===== config.mk =====
export PLATFORM = sky130hd
export DESIGN_NAME = host_mem_window_irq_regs
export DESIGN_NICKNAME = d
export VERILOG_FILES = /design/src/logic/mem_window_pkg.sv /design/src/logic/axil_reg_slave.sv /design/src/logic/event_flag_byte.sv /design/src/logic/host_mem_window_irq_regs.sv
export SDC_FILE = /design/constraint.sdc
export NUM_CORES = 1
export LEC_CHECK = 0
export BUFFER_PORTS_ARGS = -buffer_cell sky130_fd_sc_hd__buf_2
export CORE_MARGIN = 8
export CORE_UTILIZATION = 35
export CTS_CLUSTER_SIZE = 8
export DETAILED_ROUTE_END_ITERATION = 7
export PLACE_DENSITY = 0.68
export SYNTH_ARGS = -nofsm -noshare
export SYNTH_HDL_FRONTEND = slang
export SYNTH_HIERARCHICAL = 1
export SYNTH_SLANG_ARGS = --single-unit

===== constraint.sdc =====
create_clock -name aclk -period 2.2 [get_ports aclk]
set_input_delay 0.44 -clock aclk [delete_from_list [all_inputs] [get_ports aclk]]
set_output_delay 0.44 -clock aclk [all_outputs]
set_load 0.01 [all_outputs]

===== src/logic/mem_window_pkg.sv =====
package mem_window_pkg;

    // printed offsets are not all multiples of four: they are indices, byte address = 4 * index
    localparam logic [7:0] IDX_DATA_BYTE_TWO   = 8'h06;
    localparam logic [7:0] IDX_DATA_BYTE_THREE = 8'h07;
    localparam logic [7:0] IDX_SOURCE_LOW      = 8'h08;
    localparam logic [7:0] IDX_SOURCE_HIGH     = 8'h09;
    localparam logic [7:0] IDX_ENABLE_LOW      = 8'h0a;
    localparam logic [7:0] IDX_ENABLE_HIGH     = 8'h0b;
    localparam logic [7:0] IDX_ACCESS_CTRL     = 8'h0d;
    localparam logic [7:0] IDX_IRQ_STATUS      = 8'h0e;
    localparam logic [7:0] IDX_IRQ_MASK        = 8'h0f;

    localparam int unsigned ADDR_W      = 8;
    localparam int unsigned IDX_LSB     = 2;
    localparam int unsigned BYTE_W      = 8;
    localparam int unsigned MAILBOX_BIT = 0;

    localparam logic [7:0] BYTE_ZERO     = 8'h00;
    localparam logic [7:0] LOW_FLAG_MASK = 8'hfe;
    localparam logic [1:0] IRQ_ALL       = 2'h3;
    localparam int unsigned IRQ_EVT_BIT  = 0;
    localparam int unsigned IRQ_HOST_BIT = 1;

    localparam logic [1:0] RESP_OKAY   = 2'h0;
    localparam logic [1:0] RESP_SLVERR = 2'h2;

    // memory access widths of the data window
    typedef enum logic [1:0] {
        ACC_8BIT   = 2'h0,
        ACC_16BIT  = 2'h1,
        ACC_32BIT  = 2'h2,
        ACC_AUTO32 = 2'h3
    } access_type_t;

    // controller side event inputs
    typedef struct packed {
        logic [7:0] set_low;
        logic [7:0] set_high;
        logic [7:0] clear_enable_low;
        logic [7:0] clear_enable_high;
        logic       mailbox_write;
    } ctrl_side_t;

    // a completed register write from the bus slave
    typedef struct packed {
        logic        valid;
        logic [7:0]  idx;
        logic [31:0] data;
        logic [3:0]  strb;
    } reg_wr_t;

endpackage


===== src/logic/axil_reg_slave.sv =====
`timescale 1ns/1ps
module axil_reg_slave (
    // clock and reset
    input  wire logic                     aclk,
    input  wire logic                     aresetn,
    // axi4-lite write channels
    input  wire logic [7:0]               s_awaddr,
    input  wire logic                     s_awvalid,
    output logic                          s_awready,
    input  wire logic [31:0]              s_wdata,
    input  wire logic [3:0]               s_wstrb,
    input  wire logic                     s_wvalid,
    output logic                          s_wready,
    output logic [1:0]                    s_bresp,
    output logic                          s_bvalid,
    input  wire logic                     s_bready,
    // axi4-lite read channels
    input  wire logic [7:0]               s_araddr,
    input  wire logic                     s_arvalid,
    output logic                          s_arready,
    output logic [31:0]                   s_rdata,
    output logic [1:0]                    s_rresp,
    output logic                          s_rvalid,
    input  wire logic                     s_rready,
    // register side
    output mem_window_pkg::reg_wr_t       wr,
    output logic [7:0]                    rd_idx,
    output logic                          rd_req,
    input  wire logic [31:0]              rd_data,
    input  wire logic                     rd_hit,
    input  wire logic                     wr_hit
);
    import mem_window_pkg::*;

    typedef struct packed {
        logic        aw_got;
        logic [7:0]  aw_idx;
        logic        w_got;
        logic [31:0] w_data;
        logic [3:0]  w_strb;
        logic        bvalid;
        logic [1:0]  bresp;
        logic        rvalid;
        logic [1:0]  rresp;
        logic [31:0] rdata;
    } slave_state_t;

    slave_state_t s_r, s_nxt;
    logic         do_write;
    logic         do_read;

    // a write commits when both halves are held and no response is pending
    assign do_write = s_r.aw_got && s_r.w_got && !s_r.bvalid;
    assign do_read  = s_arvalid && !s_r.rvalid;

    always_comb begin
        s_nxt = s_r;
        if (s_awvalid && !s_r.aw_got) begin
            s_nxt.aw_got = 1'b1;
            s_nxt.aw_idx = {{IDX_LSB{1'b0}}, s_awaddr[ADDR_W-1:IDX_LSB]};
        end
        if (s_wvalid && !s_r.w_got) begin
            s_nxt.w_got  = 1'b1;
            s_nxt.w_data = s_wdata;
            s_nxt.w_strb = s_wstrb;
        end
        if (do_write) begin
            s_nxt.aw_got = 1'b0;
            s_nxt.w_got  = 1'b0;
            s_nxt.bvalid = 1'b1;
            s_nxt.bresp  = wr_hit ? RESP_OKAY : RESP_SLVERR;
        end else if (s_r.bvalid && s_bready) begin
            s_nxt.bvalid = 1'b0;
        end
        if (do_read) begin
            s_nxt.rvalid = 1'b1;
            s_nxt.rdata  = rd_data;
            s_nxt.rresp  = rd_hit ? RESP_OKAY : RESP_SLVERR;
        end else if (s_r.rvalid && s_rready) begin
            s_nxt.rvalid = 1'b0;
        end
    end

    always_ff @(posedge aclk) begin
        if (!aresetn) begin
            s_r <= '0;
        end else begin
            s_r <= s_nxt;
        end
    end

    // bus outputs and write fields straight from state; rd_idx and rd_req from the read address channel
    assign s_awready = !s_r.aw_got;
    assign s_wready  = !s_r.w_got;
    assign s_bvalid  = s_r.bvalid;
    assign s_bresp   = s_r.bresp;
    assign s_arready = !s_r.rvalid;
    assign s_rvalid  = s_r.rvalid;
    assign s_rdata   = s_r.rdata;
    assign s_rresp   = s_r.rresp;
    assign rd_idx    = {{IDX_LSB{1'b0}}, s_araddr[ADDR_W-1:IDX_LSB]};
    assign rd_req    = do_read;
    assign wr.valid  = do_write;
    assign wr.idx    = s_r.aw_idx;
    assign wr.data   = s_r.w_data;
    assign wr.strb   = s_r.w_strb;
endmodule // axil_reg_slave


===== src/logic/event_flag_byte.sv =====
`timescale 1ns/1ps
module event_flag_byte (
    // clock and reset
    input  wire logic        aclk,
    input  wire logic        aresetn,
    // controller side
    input  wire logic [7:0]  set_in,
    input  wire logic [7:0]  clear_enable,
    // host side
    input  wire logic        host_wr,
    input  wire logic [7:0]  host_data,
    input  wire logic [7:0]  implemented,
    // flag state
    output logic [7:0]       flags
);
    import mem_window_pkg::*;

    typedef struct packed {
        logic [7:0] flags;
    } flag_state_t;

    flag_state_t f_r, f_nxt;
    logic [7:0]  clr;

    // write-one clear gated by the controller's clear enables, set beats clear
    always_comb begin
        clr         = host_wr ? (host_data & clear_enable) : BYTE_ZERO;
        f_nxt       = f_r;
        f_nxt.flags = ((f_r.flags & ~clr) | set_in) & implemented;
    end

    always_ff @(posedge aclk) begin
        if (!aresetn) begin
            f_r <= '0;
        end else begin
            f_r <= f_nxt;
        end
    end

    assign flags = f_r.flags;
endmodule // event_flag_byte


===== src/logic/host_mem_window_irq_regs.sv =====
// The implementer's own choice: the AXI4-Lite interface to the registers.
`timescale 1ns/1ps
module host_mem_window_irq_regs (
    // clock and reset
    input  wire logic                       aclk,
    input  wire logic                       aresetn,
    // axi4-lite slave
    input  wire logic [7:0]                 s_awaddr,
    input  wire logic                       s_awvalid,
    output logic                            s_awready,
    input  wire logic [31:0]                s_wdata,
    input  wire logic [3:0]                 s_wstrb,
    input  wire logic                       s_wvalid,
    output logic                            s_wready,
    output logic [1:0]                      s_bresp,
    output logic                            s_bvalid,
    input  wire logic                       s_bready,
    input  wire logic [7:0]                 s_araddr,
    input  wire logic                       s_arvalid,
    output logic                            s_arready,
    output logic [31:0]                     s_rdata,
    output logic [1:0]                      s_rresp,
    output logic                            s_rvalid,
    input  wire logic                       s_rready,
    // controller side
    input  mem_window_pkg::ctrl_side_t      ctrl,
    // memory window toward controller memory
    output logic [15:0]                     window_data_upper,
    output logic                            window_wr_pulse,
    output logic                            window_rd_pulse,
    output mem_window_pkg::access_type_t    window_access,
    // interrupts
    output logic                            host_firmware_event,
    output logic                            irq
);
    import mem_window_pkg::*;

    typedef struct packed {
        logic [7:0]   window_data_bits_23_16;
        logic [7:0]   window_data_bits_31_24;
        logic [7:0]   enable_low;
        logic [7:0]   firmware_event_enables_high;
        access_type_t access;
        logic         wr_pulse;
        logic         rd_pulse;
        logic         host_event;
        logic [1:0]   irq_status;
        logic [1:0]   irq_mask;
        logic         irq;
    } regs_state_t;

    regs_state_t  r_r, r_nxt;
    reg_wr_t      wr;
    logic [7:0]   rd_idx;
    logic         rd_req;
    logic [31:0]  rd_data;
    logic         rd_hit;
    logic         wr_hit;
    logic [7:0]   firmware_event_flags_low;
    logic [7:0]   firmware_event_flags_high;
    logic [7:0]   low_set;
    logic         wr_src_low;
    logic         wr_src_high;
    logic         event_now;
    logic         host_ev_prev_r;

    // index decode shared by read and write
    function automatic logic idx_known(input logic [7:0] idx);
        return idx inside {IDX_DATA_BYTE_TWO, IDX_DATA_BYTE_THREE, IDX_SOURCE_LOW, IDX_SOURCE_HIGH,
                           IDX_ENABLE_LOW, IDX_ENABLE_HIGH, IDX_ACCESS_CTRL, IDX_IRQ_STATUS, IDX_IRQ_MASK};
    endfunction

    // byte-lane merge for an 8-bit register
    function automatic logic [7:0] lane0(input logic [7:0] old, input reg_wr_t w);
        return w.strb[0] ? w.data[BYTE_W-1:0] : old;
    endfunction

    axil_reg_slave u_slave (
        .aclk      (aclk),
        .aresetn   (aresetn),
        .s_awaddr  (s_awaddr),
        .s_awvalid (s_awvalid),
        .s_awready (s_awready),
        .s_wdata   (s_wdata),
        .s_wstrb   (s_wstrb),
        .s_wvalid  (s_wvalid),
        .s_wready  (s_wready),
        .s_bresp   (s_bresp),
        .s_bvalid  (s_bvalid),
        .s_bready  (s_bready),
        .s_araddr  (s_araddr),
        .s_arvalid (s_arvalid),
        .s_arready (s_arready),
        .s_rdata   (s_rdata),
        .s_rresp   (s_rresp),
        .s_rvalid  (s_rvalid),
        .s_rready  (s_rready),
        .wr        (wr),
        .rd_idx    (rd_idx),
        .rd_req    (rd_req),
        .rd_data   (rd_data),
        .rd_hit    (rd_hit),
        .wr_hit    (wr_hit)
    );

    // source byte write strobes
    assign wr_src_low  = wr.valid && wr.idx == IDX_SOURCE_LOW && wr.strb[0];
    assign wr_src_high = wr.valid && wr.idx == IDX_SOURCE_HIGH && wr.strb[0];
    // bit 0 is set by the mailbox write only; host clear mask excludes it
    assign low_set     = (ctrl.set_low & LOW_FLAG_MASK) | {7'h00, ctrl.mailbox_write};

    event_flag_byte u_flags_low (
        .aclk         (aclk),
        .aresetn      (aresetn),
        .set_in       (low_set),
        .clear_enable (ctrl.clear_enable_low & LOW_FLAG_MASK),
        .host_wr      (wr_src_low),
        .host_data    (wr.data[BYTE_W-1:0]),
        .implemented  (8'hff),
        .flags        (firmware_event_flags_low)
    );

    event_flag_byte u_flags_high (
        .aclk         (aclk),
        .aresetn      (aresetn),
        .set_in       (ctrl.set_high),
        .clear_enable (ctrl.clear_enable_high),
        .host_wr      (wr_src_high),
        .host_data    (wr.data[BYTE_W-1:0]),
        .implemented  (8'hff),
        .flags        (firmware_event_flags_high)
    );

    // combined host event from enabled flags
    assign event_now = |(firmware_event_flags_low & r_r.enable_low)
                     | |(firmware_event_flags_high & r_r.firmware_event_enables_high);

    assign wr_hit = idx_known(wr.idx);
    assign rd_hit = idx_known(rd_idx);

    // read mux
    always_comb begin
        rd_data = '0;
        unique case (rd_idx)
            IDX_DATA_BYTE_TWO:   rd_data[BYTE_W-1:0] = r_r.window_data_bits_23_16;
            IDX_DATA_BYTE_THREE: rd_data[BYTE_W-1:0] = r_r.window_data_bits_31_24;
            IDX_SOURCE_LOW:      rd_data[BYTE_W-1:0] = firmware_event_flags_low;
            IDX_SOURCE_HIGH:     rd_data[BYTE_W-1:0] = firmware_event_flags_high;
            IDX_ENABLE_LOW:      rd_data[BYTE_W-1:0] = r_r.enable_low;
            IDX_ENABLE_HIGH:     rd_data[BYTE_W-1:0] = r_r.firmware_event_enables_high;
            IDX_ACCESS_CTRL:     rd_data[1:0] = r_r.access;
            IDX_IRQ_STATUS:      rd_data[1:0] = r_r.irq_status;
            IDX_IRQ_MASK:        rd_data[1:0] = r_r.irq_mask;
            default:             rd_data = '0;
        endcase
    end

    // register writes, window strobes and interrupt state
    always_comb begin
        r_nxt            = r_r;
        r_nxt.wr_pulse   = 1'b0;
        r_nxt.rd_pulse   = 1'b0;
        r_nxt.host_event = event_now;
        if (wr.valid) begin
            unique case (wr.idx)
                IDX_DATA_BYTE_TWO: begin
                    r_nxt.window_data_bits_23_16 = lane0(r_r.window_data_bits_23_16, wr);
                    r_nxt.wr_pulse = wr.strb[0];
                end
                IDX_DATA_BYTE_THREE: begin
                    r_nxt.window_data_bits_31_24 = lane0(r_r.window_data_bits_31_24, wr);
                    r_nxt.wr_pulse = wr.strb[0];
                end
                IDX_ENABLE_LOW:  r_nxt.enable_low = lane0(r_r.enable_low, wr);
                IDX_ENABLE_HIGH: r_nxt.firmware_event_enables_high =
                                     lane0(r_r.firmware_event_enables_high, wr);
                IDX_ACCESS_CTRL: begin
                    if (wr.strb[0]) begin
                        r_nxt.access = access_type_t'(wr.data[1:0]);
                    end
                end
                IDX_IRQ_STATUS: begin
                    if (wr.strb[0]) begin
                        r_nxt.irq_status = r_r.irq_status & ~wr.data[1:0];
                    end
                end
                IDX_IRQ_MASK: begin
                    if (wr.strb[0]) begin
                        r_nxt.irq_mask = wr.data[1:0];
                    end
                end
                default: ;
            endcase
        end
        // host reads of the window bytes fetch from controller memory
        if (rd_req && (rd_idx == IDX_DATA_BYTE_TWO || rd_idx == IDX_DATA_BYTE_THREE)) begin
            r_nxt.rd_pulse = 1'b1;
        end
        // sticky status: set wins over clear
        r_nxt.irq_status[IRQ_EVT_BIT]  = r_nxt.irq_status[IRQ_EVT_BIT] | (event_now & ~host_ev_prev_r);
        r_nxt.irq_status[IRQ_HOST_BIT] = r_nxt.irq_status[IRQ_HOST_BIT] | wr.valid;
        r_nxt.irq = |(r_nxt.irq_status & r_nxt.irq_mask & IRQ_ALL);
    end

    always_ff @(posedge aclk) begin
        if (!aresetn) begin
            r_r            <= '0;
            host_ev_prev_r <= 1'b0;
        end else begin
            r_r            <= r_nxt;
            host_ev_prev_r <= event_now;
        end
    end

    // outputs from flip-flops
    assign window_data_upper   = {r_r.window_data_bits_31_24, r_r.window_data_bits_23_16};
    assign window_wr_pulse     = r_r.wr_pulse;
    assign window_rd_pulse     = r_r.rd_pulse;
    assign window_access       = r_r.access;
    assign host_firmware_event = r_r.host_event;
    assign irq                 = r_r.irq;
endmodule // host_mem_window_irq_regs


==> impl_results.md <==
* Outcome: finished clean
* GRT Resource Usage Total at 14.1%
* DR iter-0 viols at 234
* Antenna-violating nets left at 0
* Drt via density at 4.59
* Starting Density at 35.4%
* FF-to-FF End: u_flags_low/flags[6]
* Worst Reg-to-Reg Cells at 7
* WL per Instance at 15.6 microns
* Via count at 4,222
* Post-route design area at 6400 sq um
* Arrival @ worst endpoint at 2.08 ns
* Drt total wl at 14,300 microns
* Worst setup EP type: flop
* CTS tree: done
* Required @ worst endpoint at 2.42 ns
* Global-route wire length before repair at 22,800 microns
* Min-delay src: ctrl[14]
* Power per cell area at 662 nW/um^2
* Final setup vio count at 0
* End point of the worst hold path: u_flags_low/flags[5]
* Die Ht at 145 microns
* Placed wire-length estimate at 10,900 microns
* Clk buf depth at 2
* Post-CTS Hold Buffers at 0
* Die width at 145 microns
* GRT overflow at 0
* Mapped Area at 5800 sq um
* Share of cells above drive strength 1 at 28.3%
* Die area at 21,000 sq um
* Synthesis-to-layout area growth at 10.3%
* Antenna violations before repair at 0
* Hold Crit Depth at 2
* Io pins at 155
* Worst setup path class: flop to flop
* Setup TNS at 0 ns
* R2R Path Start: u_slave/s_r[74]
* # diodes at 0
* Rel. slew slack at 64.3%
* Clock Pin Slew Worst Setup and Hold Paths at 0.08 ns
* Layout fillers at 1,669
* Critical Path Fanout Max at 7
* Total power at 4240 uW
* DRC viols at 0
* Post-CTS Resized at 0
* Root Driver: clkbuf_16
* Clock sink count at 111
* H-tree levels at 3
* DRT Pass-1 Iters at 4
* Register area at 2220 sq um
* Post-CTS setup repair buffer count at 0
* Cells after synthesis at 626
* Total number of yosys warnings at 6
* NumNets Final at 787
* LEAKAGE at 0.00278 uW
* IO buf count at 119
* Measured slew at the worst slew-check pin at 0.534 ns
* Maximum vdd drop at 0.000328 V
* Clk Latency, worst-skew pair at 0.36 ns
* Worst hold path type: input port to flop
* MaxCap Viol Count at 0
* Global placement routability congestion at 0.856
* Largest net degree at the start of global routing at 35
* Syn_area_per_cell at 9.27 sq um
* CP startpoint kind: flop
* Num CTS Buffers at 9
* Fin crit period at 1.87 ns
* Reg2reg setup slack at 0.33 ns
* Area occupied by multi-input gates at 2770 sq um
* Vias in the first global route at 4,226
* Final hold viol count at 0
* Max Clk Rate at 535 MHz
* RSZ-0062 raised after global routing: false
* Placed cell area at 6100 sq um
* Worst Clk Skew at 0.0106 ns
* Fin crit share at 84.9%
* Site Rows at 47
* Pins Over Slew Limit at 0
* Core area at 16,400 sq um
==> registers in the layout, indices dropped and copies added (netlist names), 2 cells and up <==
signal / flops
u_slave/s_rdata: 32
r_r: 20
window_data_upper: 16
u_slave/wr: 15
u_flags_high/flags: 8
u_flags_low/flags: 8
u_slave/s_r: 2
window_access: 2
==> metrics by stage <==
stage / cells / hold slack (ns) / worst slack [ns] / util (%)
after global routing: 920 / 0.274 / 0.135 / 39.0
final: 920 / 0.286 / 0.332 / 39.0
after global placement: 904 / 0.439 / 0.0671 / 37.2
after floorplan: 670 / 0.435 / 0.161 / -
after detailed placement: 904 / 0.441 / 0.00300 / 37.2
after CTS: 920 / 0.275 / 0.304 / 39.0
==> metal layers <==
metal / up-vias / wire, microns / global-route usage, %
li1: 2156 / - / -
met1: 1944 / 6820 / 19.1
met2: 115 / 6340 / 21.8
met3: 7 / 1040 / 3.67
met4: 0 / 127 / 3.34
met5: - / 0 / 0
==> layout by cell type, fill, tap and decap left out, types with 2 or more instances in the layout <==
cell / count
o21ai_0: 5
mux2i_1: 48
nor2_1: 49
o21a_1: 2
nand3b_1: 2
nor4_1: 2
and3_1: 3
nor4_4: 2
mux2_2: 7
a22oi_1: 9
conb_1: 47
and4_1: 2
dfxtp_1: 111
o22ai_1: 2
inv_8: 2
a21boi_1: 37
nand2_1: 103
buf_2: 119
clkinvlp_4: 2
a221oi_1: 6
nor3_4: 2
a21oi_1: 4
clkbuf_16: 9
a22o_1: 5
or4_1: 2
and2_1: 2
a41oi_2: 16
a21boi_0: 4
nand3_1: 5
o2bb2ai_1: 5
buf_4: 13
buf_12: 2
inv_1: 24
o211a_1: 3
nor2b_1: 11
o211ai_2: 16
==> power by group <==
part	internal, uW	leakage [uW]	total (uW)	switching, uW
clock network	893	0.000141	1670	779
logic	173	0.00174	411	238
registers	2070	0.000904	2150	80.5
==> cell type report <==
type / count / area share [%]
Multi-Input combinational cell: 414 / 43.3
Sequential cell: 111 / 34.7
Timing Repair Buffer: 134 / 11.5
Inverter: 25 / 1.58
Clock inverter: 6 / 1.09
Clock buffer: 10 / 3.58
Tap cell: 220 / 4.30
==> worst max path at each step <==
stage,start,to,slack [ns],cells after the start
after floorplan,s_araddr[7],u_slave/s_rdata[2],0.16,8
after global placement,s_araddr[7],u_slave/s_rdata[2],0.07,7
after detailed placement,s_araddr[7],u_slave/s_rdata[2],0.003,7
after CTS,u_slave/wr[41],u_flags_low/flags[6],0.30,6
after global routing,u_slave/wr[41],u_flags_low/flags[6],0.14,6
final,u_slave/s_r[74],u_flags_low/flags[6],0.33,7
==> critical path: stages (launching register included) <==
cell,delay (ns)
dfxtp_1,0.39
and3b_1,0.28
nand3_1,0.23
nor2_1,0.17
nand2_1,0.06
nor2_1,0.20
buf_4,0.25
a41oi_2,0.13
(Power assumes the default switching activity.)
